<file path="src/inc/cdm_pkg.sv">
package cdm_pkg;

   // ****************************************************************
   // Register map (word index on the plain register port)
   // ****************************************************************
   localparam logic [1:0] CDM_ADDR_CONTROL = 2'h0;
   localparam logic [1:0] CDM_ADDR_SOURCE  = 2'h1;

   // ****************************************************************
   // Control register fields
   // ****************************************************************
   localparam int CDM_CTL_MODULE_ON  = 7;
   localparam int CDM_CTL_DRIVE_EN   = 6;
   localparam int CDM_CTL_SLEW_LIMIT = 5;
   localparam int CDM_CTL_INVERT     = 4;
   localparam int CDM_CTL_OUT_STATE  = 3;
   localparam int CDM_CTL_SOFT_MOD   = 0;

   // Writable bits of each register; the rest read zero, except control bit 3, which reads the registered mixer output
   localparam logic [7:0] CDM_CTL_WMASK   = 8'hF1;
   localparam logic [7:0] CDM_CTL_RESET   = 8'h20;
   localparam logic [7:0] CDM_SRC_WMASK   = 8'h8F;
   localparam logic [7:0] CDM_SRC_RESET   = 8'h00;
   localparam int         CDM_SRC_RELEASE = 7;

   // ****************************************************************
   // Modulator source encodings
   // ****************************************************************
   localparam logic [3:0] CDM_MS_SOFT  = 4'h0;
   localparam logic [3:0] CDM_MS_PIN   = 4'h1;
   localparam logic [3:0] CDM_MS_CAP   = 4'h2;
   localparam logic [3:0] CDM_MS_CMP1  = 4'h6;
   localparam logic [3:0] CDM_MS_CMP2  = 4'h7;
   localparam logic [3:0] CDM_MS_SDO   = 4'h8;
   localparam logic [3:0] CDM_MS_TX    = 4'hA;

   // Peripheral modulator candidates, all on the core clock
   typedef struct packed {
      logic cap_out;
      logic cmp1_out;
      logic cmp2_out;
      logic sdo_out;
      logic tx_out;
   } cdm_periph_type;

   // Pin-release levels, held while the release bit is set, back to the peripherals' own pin drivers
   typedef struct packed {
      logic cap_release;
      logic cmp1_release;
      logic cmp2_release;
      logic sdo_release;
      logic tx_release;
   } cdm_release_type;

endpackage

</file>
<file path="src/hw/cdm_modulator.sv">
// Decided for this implementation: the register addresses and the strobed register port.
`timescale 1ns/1ps

// Behaviour
// - Mixer keeps running in sleep; no sleep input gates it.
// - Any reset leaves the modulator disabled.
// - Reset restores registers; slew limit reads one, other bits zero.
// - Software modulator bit matters only when selected as source.
// - Module-off grounds both carriers, modulator from software bit, keeps selections.
// - Drive-enable clear holds output pin low while mixing continues.
// - Output is modulator AND high carrier, or inverted modulator AND low carrier.
// - Invert bit drives inverse of mixed signal to the pin.
module cdm_modulator (
   input  wire logic                     clock,
   input  wire logic                     nrst,
   input  wire logic [1:0]               reg_addr,
   input  wire logic [7:0]               reg_wdata,
   input  wire logic                     reg_write,
   input  wire logic                     reg_read,
   output logic      [7:0]               reg_rdata,
   input  wire logic                     carrier_hi,
   input  wire logic                     carrier_lo,
   input  wire logic                     mod_pin,
   input  wire cdm_pkg::cdm_periph_type  periph,
   output cdm_pkg::cdm_release_type      release_o,
   output logic                          modulated_out,
   output logic                          slew_limit
);
   import cdm_pkg::*;

   // ****************************************************************
   // Synchronisers for pin inputs
   // ****************************************************************
   logic [2:0] pin_meta_q;
   logic [2:0] pin_meta_d;
   logic [2:0] pin_sync_q;
   logic [2:0] pin_sync_d;

   always_comb begin
      pin_meta_d = {carrier_hi, carrier_lo, mod_pin};
      pin_sync_d = pin_meta_q;
   end

   always_ff @(posedge clock or negedge nrst) begin
      if (!nrst) begin
         pin_meta_q <= 3'h0;
         pin_sync_q <= 3'h0;
      end else begin
         pin_meta_q <= pin_meta_d;
         pin_sync_q <= pin_sync_d;
      end
   end

   // ****************************************************************
   // Registers
   // ****************************************************************
   logic [7:0] control_q;
   logic [7:0] control_d;
   logic [7:0] source_q;
   logic [7:0] source_d;
   logic [7:0] rdata_q;
   logic [7:0] rdata_d;
   logic       mixed_q;
   logic       mixed_d;
   logic       out_q;
   logic       out_d;

   // Masked merge keeps unimplemented and read-only bits at zero
   function automatic logic [7:0] merge(input logic [7:0] old_v,
                                        input logic [7:0] new_v,
                                        input logic [7:0] wmask);
      merge = (old_v & ~wmask) | (new_v & wmask);
   endfunction

   always_comb begin
      control_d = control_q;
      source_d  = source_q;
      if (reg_write) begin
         if (reg_addr == CDM_ADDR_CONTROL) begin
            control_d = merge(control_q, reg_wdata, CDM_CTL_WMASK);
         end else if (reg_addr == CDM_ADDR_SOURCE) begin
            source_d = merge(source_q, reg_wdata, CDM_SRC_WMASK);
         end
      end
   end

   always_comb begin
      rdata_d = 8'h00;
      if (reg_read) begin
         if (reg_addr == CDM_ADDR_CONTROL) begin
            rdata_d = control_q;
            rdata_d[CDM_CTL_OUT_STATE] = mixed_q;
         end else if (reg_addr == CDM_ADDR_SOURCE) begin
            rdata_d = source_q;
         end
      end
   end

   // Reset clears the enable and restores defaults
   always_ff @(posedge clock or negedge nrst) begin
      if (!nrst) begin
         control_q <= CDM_CTL_RESET;
         source_q  <= CDM_SRC_RESET;
         rdata_q   <= 8'h00;
      end else begin
         control_q <= control_d;
         source_q  <= source_d;
         rdata_q   <= rdata_d;
      end
   end

   // ****************************************************************
   // Mixer
   // ****************************************************************
   logic       module_on;
   logic [3:0] mod_src_sel;
   logic       mod_sel;
   logic       car_hi;
   logic       car_lo;
   logic       mod_val;

   always_comb begin
      module_on   = control_q[CDM_CTL_MODULE_ON];
      mod_src_sel = source_q[3:0];
      // Reserved encodings connect nothing, so they read as low
      case (mod_src_sel)
         CDM_MS_SOFT: mod_sel = control_q[CDM_CTL_SOFT_MOD];
         CDM_MS_PIN:  mod_sel = pin_sync_q[0];
         CDM_MS_CAP:  mod_sel = periph.cap_out;
         CDM_MS_CMP1: mod_sel = periph.cmp1_out;
         CDM_MS_CMP2: mod_sel = periph.cmp2_out;
         CDM_MS_SDO:  mod_sel = periph.sdo_out;
         CDM_MS_TX:   mod_sel = periph.tx_out;
         default:     mod_sel = 1'b0;
      endcase
      // Off state grounds carriers to save switching power; selections stay put
      car_hi  = module_on & pin_sync_q[2];
      car_lo  = module_on & pin_sync_q[1];
      mod_val = module_on ? mod_sel : control_q[CDM_CTL_SOFT_MOD];
      // No sleep input exists, so the mixer simply keeps running
      mixed_d = mod_val ? car_hi : car_lo;
      out_d   = control_q[CDM_CTL_DRIVE_EN]
                & (mixed_d ^ control_q[CDM_CTL_INVERT]);
   end

   always_ff @(posedge clock or negedge nrst) begin
      if (!nrst) begin
         mixed_q <= 1'b0;
         out_q   <= 1'b0;
      end else begin
         mixed_q <= mixed_d;
         out_q   <= out_d;
      end
   end

   // ****************************************************************
   // Pin release toward peripherals
   // ****************************************************************
   logic rel;

   always_comb begin
      rel = source_q[CDM_SRC_RELEASE];
      release_o.cap_release  = rel & (mod_src_sel == CDM_MS_CAP);
      release_o.cmp1_release = rel & (mod_src_sel == CDM_MS_CMP1);
      release_o.cmp2_release = rel & (mod_src_sel == CDM_MS_CMP2);
      release_o.sdo_release  = rel & (mod_src_sel == CDM_MS_SDO);
      release_o.tx_release   = rel & (mod_src_sel == CDM_MS_TX);
   end

   assign reg_rdata     = rdata_q;
   assign modulated_out = out_q;
   assign slew_limit    = control_q[CDM_CTL_SLEW_LIMIT];

endmodule

</file>
<file path="config.mk">
export PLATFORM = sky130hd
export DESIGN_NAME = cdm_modulator
export DESIGN_NICKNAME = d
export VERILOG_FILES = /design/src/inc/cdm_pkg.sv /design/src/hw/cdm_modulator.sv
export SDC_FILE = /design/constraint.sdc
export NUM_CORES = 1
export LEC_CHECK = 0
export BUFFER_PORTS_ARGS = -buffer_cell sky130_fd_sc_hd__buf_2
export CAP_MARGIN = 20
export CORE_ASPECT_RATIO = 1.25
export CORE_MARGIN = 2
export CORE_UTILIZATION = 50
export CTS_CLUSTER_SIZE = 28
export DETAILED_ROUTE_END_ITERATION = 7
export HOLD_SLACK_MARGIN = 0.08
export PLACE_DENSITY = 0.8
export SYNTH_ARGS = -nofsm -noshare
export SYNTH_HDL_FRONTEND = slang
export SYNTH_SLANG_ARGS = --single-unit
</file>
<file path="constraint.sdc">
create_clock -name clock -period 4.42 [get_ports clock]
set_clock_uncertainty 0.2 [all_clocks]
set_input_delay 0.221 -clock clock [delete_from_list [all_inputs] [get_ports clock]]
set_output_delay 0.221 -clock clock [all_outputs]
set_load 0.01 [all_outputs]
</file>
# Yosys cells after proc, flatten, opt, wreduce, memory -nomap -nowiden
# Cells that the tools add are included.
# Widths: inputs -> output; s select.
[word_totals]
latch_bits = 0
memories = 0
mem_bits_rw = 0
romBits = 0
register_bits = 32
[op_classes]
muxes = 6
shifts = 0
addsub = 0
order_cmp = 0
bitwise = 12
div = 0
reduce_logical = 4
n_mul = 0
eq_ne = 7
[ops]
columns = ["operator", "count"]
rows = [
  ["$mux 8", 3],
  ["$and 1x1->1", 8],
  ["$eq 4x3->1 const B", 2],
  ["$eq 4x4->1 const B", 2],
  ["$or 4x8->8", 1],
  ["$or 7x8->8", 1],
  ["$pmux 1 s7", 1],
  ["$eq 4x1->1 const B", 1],
  ["$eq 4x2->1 const B", 1],
  ["$logic_not 4->1", 1],
  ["$reduce_and 3->1", 1],
  ["$eq 2x1->1 const B", 1],
  ["$logic_not 2->1", 1],
  ["$mux 1", 2],
  ["$reduce_and 2->1", 1],
  ["$not 1->1", 1],
  ["$xor 1x1->1", 1],
]

# Longest topological paths before layout
# Gate-level depths: netlist of run 1.
[logic_depth]
word_depth = 6
mapped_depth = 6
mapped_depth_nobuf = 5

# Worst setup path after synthesis of run 1
# No wires, ideal clock.
[synth_path]
kind = "reg-to-reg"
from = "register source_q[3]"
to = "register out_q, in the netlist modulated_out"
synth_period_minus_slack_ps = 1654
stages_incl_launch_ff = 7
arrival_ps = 1350
setup_time_ps = 104
path_slack_ps = 2766
n_path_buf = 1
cell_sequence = "dfrtp_1 > buf_4 > nand2b_4 > o211ai_2 > a22oi_2 > or3b_1 > o311ai_1"
[synth_via]
elab_chain_len = 6
elab_cells_between_ends = 12
cone_classes = "eq/ne (6); mux (3); bitwise (2); reduce/logical (1)"
[synth_rtl]
columns = ["item", "line_no", "rtl"]
rows = [
  ["start: declaration", "cdm_modulator.sv:59", "logic [7:0] source_q;"],
  ["start signal: assignment", "cdm_modulator.sv:107", "source_q <= source_d;"],
  ["$eq 4x4->1, or another cell as far along", "cdm_modulator.sv:126", "case (mod_src_sel)"],
  ["$pmux 1 s7 (*)", "cdm_modulator.sv:126", ""],
  ["$mux 1 (*)", "cdm_modulator.sv:139", "mod_val = module_on ? mod_sel : control_q[CDM_CTL_SOFT_MOD];"],
  ["$mux 1 (*)", "cdm_modulator.sv:141", "mixed_d = mod_val ? car_hi : car_lo;"],
  ["$xor 1x1->1 (*)", "cdm_modulator.sv:143", "& (mixed_d ^ control_q[CDM_CTL_INVERT]);"],
  ["$and 1x1->1 (*)", "cdm_modulator.sv:143", ""],
  ["net out_d", "cdm_modulator.sv:66", "logic out_d;"],
  ["end signal: assignment", "cdm_modulator.sv:152", "out_q <= out_d;"],
  ["end: declaration", "cdm_modulator.sv:65", "logic out_q;"],
]
# Mark *: on every way through the listed nets, which the timed path passes. The rest lies on a longest branch.
# A chain may end at the register's enable or synchronous reset.

==> flow_results.xml, run 1 <==
<?xml version="1.0" encoding="UTF-8"?>
<metrics>
  <group name="outcome">
    <metric name="run_status" unit="">finished, final reports clean</metric>
  </group>
  <group name="power">
    <metric name="vdd_ir_drop_max" unit="V">0.000320</metric>
    <metric name="design_power_total" unit="mW">0.537</metric>
    <metric name="clock_power_share" unit="%">21.6</metric>
    <metric name="p_sw_share" unit="%">28.2</metric>
    <metric name="leakagePower" unit="nW">0.755</metric>
    <metric name="power.share.combinational" unit="%">22.1</metric>
    <metric name="internal-power" unit="mW">0.386</metric>
    <metric name="pwr_density_cell" unit="nW/um2">355</metric>
    <metric name="pwr-share-seq" unit="%">56.3</metric>
    <metric name="p_switching" unit="mW">0.151</metric>
  </group>
  <group name="place">
    <metric name="port_buffers" unit="">36</metric>
    <metric name="globalplace.congestion" unit="">0.717</metric>
    <metric name="dpl.hpwl" unit="um">1490</metric>
  </group>
  <group name="die">
    <metric name="width_of_the_die" unit="um">46.7</metric>
    <metric name="die_height" unit="um">57.4</metric>
    <metric name="boundaryPins" unit="">37</metric>
    <metric name="initial_core_util" unit="%">52.1</metric>
    <metric name="die_area" unit="um2">2680</metric>
    <metric name="num_rows" unit="">19</metric>
    <metric name="core" unit="um2">2190</metric>
  </group>
  <group name="routing">
    <metric name="via_count" unit="">874</metric>
    <metric name="met1Wirelength" unit="um">861</metric>
    <metric name="wl_met2" unit="um">1180</metric>
    <metric name="postRouteWirelength" unit="um">2130</metric>
    <metric name="topRoutingLayerUsed" unit="">met4</metric>
    <metric name="dr.first_iter.drc_count" unit="">11</metric>
    <metric name="route.detailed.wl_per_inst" unit="um">12.4</metric>
    <metric name="routed_via_density" unit="">5.11</metric>
    <metric name="remaining_drc_errors" unit="">0</metric>
    <metric name="firstDrtPassIters" unit="">4</metric>
    <metric name="drt.antenna.violating_nets" unit="">0</metric>
    <metric name="routed-wl-met3" unit="um">57</metric>
  </group>
  <group name="synthesis">
    <metric name="synth_async_sr_flop_share" unit="%">100</metric>
    <metric name="synthCells" unit="">90</metric>
    <metric name="synthesis.yosys.warnings" unit="">0</metric>
    <metric name="synth_seq_cells" unit="">26</metric>
    <metric name="synth_cell_type_count" unit="">31</metric>
    <metric name="mappedNetlistArea" unit="um2">1140</metric>
    <metric name="yosysSeqAreaShare" unit="%">57.3</metric>
    <metric name="synthesis.area_per_instance" unit="um2">12.7</metric>
    <metric name="ys_dominant_reg_cell" unit="">dfrtp_1</metric>
    <metric name="synth_edf_count" unit="">0</metric>
    <metric name="synth_fp_nets" unit="">112</metric>
  </group>
  <group name="cts">
    <metric name="cts.sinks" unit="">26</metric>
    <metric name="cts.reportedPaths.clkPinSlew" unit="ps">130</metric>
    <metric name="cts-root-to-sink-buffers" unit="">2</metric>
    <metric name="cts_htree_levels" unit="">1</metric>
    <metric name="cts.repair.resized" unit="">0</metric>
    <metric name="cts_tree" unit="">built</metric>
    <metric name="cts-buffers-inserted" unit="">3</metric>
    <metric name="postCtsSetupBuffers" unit="">0</metric>
    <metric name="clock_insertion_delay_worst_skew" unit="ps">310</metric>
    <metric name="cts_root_buf" unit="">clkbuf_4</metric>
  </group>
  <group name="final_layout">
    <metric name="fill_cells" unit="">167</metric>
    <metric name="antenna-diode-count" unit="">0</metric>
    <metric name="num-nets-final" unit="">163</metric>
    <metric name="postLayoutCoreUtil" unit="%">69.1</metric>
    <metric name="post_route_cells_drive_above_1_share" unit="%">40.0</metric>
    <metric name="areaGrowthSynthToFinish" unit="%">32.6</metric>
  </group>
  <group name="global_routing">
    <metric name="overflow" unit="">0</metric>
    <metric name="track_usage" unit="%">18.4</metric>
    <metric name="grt_first_pass_wirelength" unit="um">3590</metric>
    <metric name="grt_max_degree" unit="">27</metric>
    <metric name="number_of_antenna_violations_at_the_first_check_in_global_routing" unit="">0</metric>
    <metric name="grt_pass1_vias" unit="">919</metric>
  </group>
  <group name="setup_path">
    <metric name="cp-start-kind" unit="">register</metric>
    <metric name="end_kind" unit="">primary output</metric>
    <metric name="crit_arrival" unit="ps">1420</metric>
    <metric name="r2r_setup_slack" unit="ps">2640</metric>
    <metric name="criticalPathCategory" unit="">reg -&gt; out</metric>
    <metric name="critical_path_required" unit="ps">4000</metric>
    <metric name="cp_max_fo" unit="">9</metric>
  </group>
  <group name="flow_run">
    <metric name="max-cap-violations" unit="">0</metric>
  </group>
  <group name="sta">
    <metric name="rsz_0062_raised_after_global_routing" unit="">false</metric>
    <metric name="timing_hold_violations_final" unit="">0</metric>
    <metric name="setup-violations-final" unit="">0</metric>
    <metric name="layout_worst_path_cycle_share" unit="%">41.8</metric>
    <metric name="final-max-slew-violation-count" unit="">0</metric>
    <metric name="max_freq" unit="MHz">542</metric>
    <metric name="tightest_slew" unit="ps">551</metric>
    <metric name="fin_setup_tns" unit="ps">0</metric>
    <metric name="final_period_minus_worst_setup_slack" unit="ps">1850</metric>
    <metric name="slew-limit-headroom" unit="%">63.3</metric>
  </group>
  <group name="worst_hold_path">
    <metric name="min-delay-path-class" unit="">reg -&gt; reg</metric>
  </group>
</metrics>
[timing repair]
action                                 4_1_cts  5_1_grt
endpoints found under the hold margin       47        0
setup endpoints to repair                    0        0
hold buffers                                16        0
[worst max-delay path, cell delays in order (launching register included)]
cell      delay (ps)
dfrtp_1          510
nand3b_1         240
nor3b_1          200
buf_2            160
[state kept, by name (all words and copies together) (netlist names)]
signal         cells
reg_rdata          8
control_q          5
source_q           5
pin_meta_q         3
pin_sync_q         3
mixed_q            1
modulated_out      1
[cell type report]
| class | instances | area [um2] | area share, % |
|---|---|---|---|
| inverters | 1 | 3.75 | 0.249 |
| multi-input cells | 57 | 439 | 29.1 |
| flip-flops and latches | 26 | 652 | 43.2 |
| clock buffers | 4 | 36.3 | 2.40 |
| well taps | 31 | 38.8 | 2.57 |
| repair buffers | 52 | 340 | 22.5 |
[path summary, 6_finish.rpt]
path / cells after the start / startpoint / to
worst max-delay path: 3 / source_q[0]$_DFFE_PN0P_ / release_o[0]
worst min-delay path: 0 / pin_meta_q[2]$_DFF_PN0_ / pin_sync_q[2]$_DFF_PN0_
worst max register to register: 5 / source_q[2]$_DFFE_PN0P_ / modulated_out$_DFF_PN0_
worst min register to register: 0 / pin_meta_q[2]$_DFF_PN0_ / pin_sync_q[2]$_DFF_PN0_
max in group asynchronous: 2 / nrst / control_q[5]$_DFFE_PN1P_
min in group asynchronous: 2 / nrst / reg_rdata[3]$_DFF_PN0_
[cells in the mapped netlist, types with 2 or more instances]
master | number | share of area [%]
and3_1 | 5 | 2.7
buf_2 | 2 | 0.88
buf_6 | 2 | 2.0
dfrtp_1 | 25 | 55
mux2_2 | 10 | 9.9
mux2i_1 | 5 | 4.4
nand2_1 | 3 | 0.99
nand2b_1 | 2 | 1.1
nand3_1 | 3 | 1.3
nand3b_1 | 3 | 2.0
nor2_1 | 8 | 2.6
o21ai_0 | 3 | 1.3
[power by group through the flow]
| stage | logic (mW) | registers [mW] | clock network [mW] |
|---|---|---|---|
| 6_report | 0.119 | 0.302 | 0.116 |
| 5_1_grt | 0.131 | 0.308 | 0.133 |
| 4_1_cts | 0.120 | 0.302 | 0.123 |
| 3_5_place_dp | 0.109 | 0.307 | 0 |
| 3_3_place_gp | 0.105 | 0.304 | 0 |
| 2_1_floorplan | 0.0942 | 0.290 | 0 |
[layer usage]
| metal | GRT usage, % | vias up |
|---|---|---|
| met1 | 19.6 | 436 |
| met3 | 2.22 | 4 |
| met4 | 9.13 | 0 |
| li1 | - | 414 |
| met2 | 33.5 | 20 |
| met5 | 0 | - |
[through the flow]
stage                     instances  cell area [um2]  hold WS [ps]  worst slack [ps]
after floorplan                  90             1140          -275              2770
after global routing            171             1510           185              2480
after CTS                       171             1510           171              2550
after detailed placement        151             1310          37.0              2670
final                           171             1510           168              2570
after global placement          151             1310          33.8              2730
[logic make-up (layout without fill, tap and decap cells)]
| family | count (synthesis) | after routing | synth area share, % |
|---|---|---|---|
| AOI/OAI and AO/OA | 9 | 9 | 6.37 |
| xor gates and xnor gates | 1 | 1 | 0.769 |
| buffers and inverters | 7 | 57 | 4.18 |
| DFF | 26 | 26 | 57.3 |
| muxes | 15 | 15 | 14.3 |
| and+or+nand+nor | 32 | 32 | 17.1 |
[cell usage in the layout (no fill, tap or decap), drive strengths merged]
cell type | netlist | layout
buf | 5 | 36
dfrtp | 25 | 25
dlygate4sd3 | 0 | 16
mux2 | 10 | 10
nor2 | 8 | 8
and3 | 5 | 5
mux2i | 5 | 5
clkbuf | 1 | 4
nand3 | 3 | 3
nand2 | 3 | 3
nand3b | 3 | 3
o21ai | 3 | 3
nand2b | 3 | 3
nor2b | 1 | 1
xor2 | 1 | 1
o22ai | 1 | 1
inv | 1 | 1
o31ai | 1 | 1
nand4bb | 1 | 1
o211ai | 1 | 1
a22oi | 1 | 1
a21oi | 1 | 1
or3b | 1 | 1
o311ai | 1 | 1
nor3 | 1 | 1
and4 | 1 | 1
nor3b | 1 | 1
and2 | 1 | 1
dfstp | 1 | 1
Power figures use the tool's default switching activity.
==> run 2: changes to the inputs <==
CORE_UTILIZATION = 49   (was 50)
PLACE_DENSITY = 0.79   (was 0.8)
clock period = 1.8 ns   (was 4.42 ns; I/O delays follow)
==> run 2 against run 1 <==
- combinational power grew to 2.6 times the previous value
- highest routed layer unchanged
- clock power increased to 2.5 times the previous value
- non-clock buffer count increased by 2
- clock-buffer cell count unchanged
- core utilization rose by 0.28 points
- total power grew to 2.5 times the previous value
==> flow_results.xml, run 2 (synthesized netlist as in run 1, its figures left out) <==
<?xml version="1.0" encoding="UTF-8"?>
<metrics>
  <group name="outcome">
    <metric name="run_status" unit="">finished, final reports clean</metric>
  </group>
  <group name="sta">
    <metric name="setup-violations-final" unit="">0</metric>
    <metric name="max_freq" unit="MHz">580</metric>
    <metric name="final-max-slew-violation-count" unit="">0</metric>
    <metric name="layout_worst_path_cycle_share" unit="%">95.8</metric>
    <metric name="tightest_slew" unit="ps">554</metric>
    <metric name="final_period_minus_worst_setup_slack" unit="ps">1720</metric>
    <metric name="timing_hold_violations_final" unit="">0</metric>
    <metric name="slew-limit-headroom" unit="%">63.1</metric>
    <metric name="rsz_0062_raised_after_global_routing" unit="">true</metric>
  </group>
  <group name="cts">
    <metric name="cts_root_buf" unit="">clkbuf_4</metric>
    <metric name="cts-root-to-sink-buffers" unit="">2</metric>
    <metric name="cts_htree_levels" unit="">1</metric>
    <metric name="cts-buffers-inserted" unit="">3</metric>
    <metric name="clock_insertion_delay_worst_skew" unit="ps">320</metric>
    <metric name="cts.reportedPaths.clkPinSlew" unit="ps">140</metric>
    <metric name="cts_tree" unit="">built</metric>
    <metric name="cts.sinks" unit="">26</metric>
  </group>
  <group name="die">
    <metric name="die_area" unit="um2">2730</metric>
    <metric name="boundaryPins" unit="">37</metric>
    <metric name="num_rows" unit="">19</metric>
    <metric name="die_height" unit="um">57.9</metric>
    <metric name="width_of_the_die" unit="um">47.1</metric>
    <metric name="initial_core_util" unit="%">51.5</metric>
    <metric name="core" unit="um2">2210</metric>
  </group>
  <group name="setup_path">
    <metric name="timing.critical_path.buf_inv" unit="">2</metric>
    <metric name="worst_r2r_path_depth" unit="">5</metric>
    <metric name="cp-start-kind" unit="">register</metric>
    <metric name="cp_max_fo" unit="">7</metric>
    <metric name="end_kind" unit="">primary output</metric>
    <metric name="r2r_setup_slack" unit="ps">80</metric>
    <metric name="r2r-end" unit="">modulated_out$_DFF_PN0_</metric>
    <metric name="r2r_start" unit="">source_q[2]$_DFFE_PN0P_</metric>
    <metric name="critical_path.cell_chain" unit="">buf_4 &gt; nor2_1 &gt; and4_1 &gt; buf_2</metric>
    <metric name="crit_arrival" unit="ps">1430</metric>
    <metric name="slowest_delay" unit="ps">480</metric>
    <metric name="crit_path_top_delay_cell" unit="">dfrtp_2</metric>
    <metric name="critical_path_required" unit="ps">1510</metric>
    <metric name="criticalPathCategory" unit="">reg -&gt; out</metric>
    <metric name="critPathTopFamily" unit="">flip-flops</metric>
  </group>
  <group name="routing">
    <metric name="dr.first_iter.drc_count" unit="">17</metric>
    <metric name="drt.antenna.violating_nets" unit="">0</metric>
    <metric name="remaining_drc_errors" unit="">0</metric>
    <metric name="route.detailed.wl_per_inst" unit="um">13.5</metric>
    <metric name="firstDrtPassIters" unit="">4</metric>
    <metric name="postRouteWirelength" unit="um">2340</metric>
    <metric name="via_count" unit="">874</metric>
    <metric name="routed_via_density" unit="">5.05</metric>
  </group>
  <group name="place">
    <metric name="place_area" unit="um2">1310</metric>
    <metric name="globalplace.congestion" unit="">0.712</metric>
    <metric name="port_buffers" unit="">36</metric>
    <metric name="cell_count_after_placement" unit="">151</metric>
    <metric name="dpl.hpwl" unit="um">1620</metric>
  </group>
  <group name="power">
    <metric name="leakagePower" unit="nW">0.762</metric>
    <metric name="pwr_density_cell" unit="nW/um2">879</metric>
    <metric name="vdd_ir_drop_max" unit="V">0.000695</metric>
  </group>
  <group name="global_routing">
    <metric name="number_of_antenna_violations_at_the_first_check_in_global_routing" unit="">0</metric>
    <metric name="grt_max_degree" unit="">27</metric>
    <metric name="track_usage" unit="%">20.2</metric>
    <metric name="grt_first_pass_wirelength" unit="um">3860</metric>
    <metric name="grt_pass1_vias" unit="">896</metric>
    <metric name="overflow" unit="">0</metric>
  </group>
  <group name="flow_run">
    <metric name="max-cap-violations" unit="">0</metric>
  </group>
  <group name="final_layout">
    <metric name="num-nets-final" unit="">165</metric>
    <metric name="fin_cells" unit="">173</metric>
    <metric name="final_design_area_no_fill" unit="um2">1530</metric>
    <metric name="post_route_cells_drive_above_1_share" unit="%">43.0</metric>
    <metric name="antenna-diode-count" unit="">0</metric>
    <metric name="areaGrowthSynthToFinish" unit="%">34.6</metric>
    <metric name="largest_reg_flops" unit="">8</metric>
    <metric name="mostFrequentLayoutCell" unit="">buf_2</metric>
    <metric name="layout_common_cells" unit="">buf_2 (36), dfrtp_1 (21), dlygate4sd3_1 (17)</metric>
  </group>
  <group name="worst_hold_path">
    <metric name="min-delay-path-class" unit="">in -&gt; async</metric>
  </group>
</metrics>
==> run 2: worst register-to-register path, cell delays in order (launching register included) <==
cell and delay [ps]:
dfrtp_2 520, nand4bb_2 250, o211ai_2 90, a22oi_2 130, or3b_1 370, o311ai_1 70
==> run 2: how the worst max path moves through the flow <==
stage,endpoint,slack [ps],startpoint,cells after the start
detailed placement,modulated_out$_DFF_PN0_,50,source_q[0]$_DFFE_PN0P_,5
finish,release_o[1],80,source_q[0]$_DFFE_PN0P_,4
global route,modulated_out$_DFF_PN0_,-2,source_q[2]$_DFFE_PN0P_,5
CTS,modulated_out$_DFF_PN0_,20,source_q[2]$_DFFE_PN0P_,5
global placement,modulated_out$_DFF_PN0_,100,source_q[2]$_DFFE_PN0P_,5
floorplan,modulated_out$_DFF_PN0_,150,source_q[3]$_DFFE_PN0P_,6
==> run 2: stage by stage <==
stage               util, %  hold slack (ps)  total power, mW  TNS (ps)  setup WS [ps]
floorplan                 -             -406            0.944         0            146
global route           69.3              123             1.42     -2.43          -2.43
CTS                    68.8             89.7             1.34         0           23.0
finish                 69.3             79.1             1.35         0           75.9
detailed placement     59.4            -88.2             1.02         0           53.6
global placement       59.4            -99.9             1.00         0            104
==> run 2: metal layers <==
| metal | GRT usage, % | part of all wire, % |
|---|---|---|
| met4 | 8.73 | 1.8 |
| met2 | 35.8 | 55 |
| met5 | 0 | 0 |
| met1 | 22.7 | 39 |
| met3 | 3.43 | 3.3 |
==> run 2: report_power, final <==
group          switching, mW  internal (mW)
logic                  0.133          0.173
clock network          0.169          0.124
registers             0.0866          0.661
==> run 2: layout make-up <==
type                       instances  area [um2]
multi-input combinational         57         439
sequential                        26         657
fill                             158         678
tap                               31        38.8
inverter                           1        3.75
timing repair buffer              54         358
clock buffer                       4        36.3
==> run 2: repair_timing <==
action | CTS | global route
setup endpoints to repair | 0 | 2
hold endpoints to repair | 47 | 0
hold buffers | 17 | 0
setup buffers | 0 | 1
resized for setup | 0 | 4
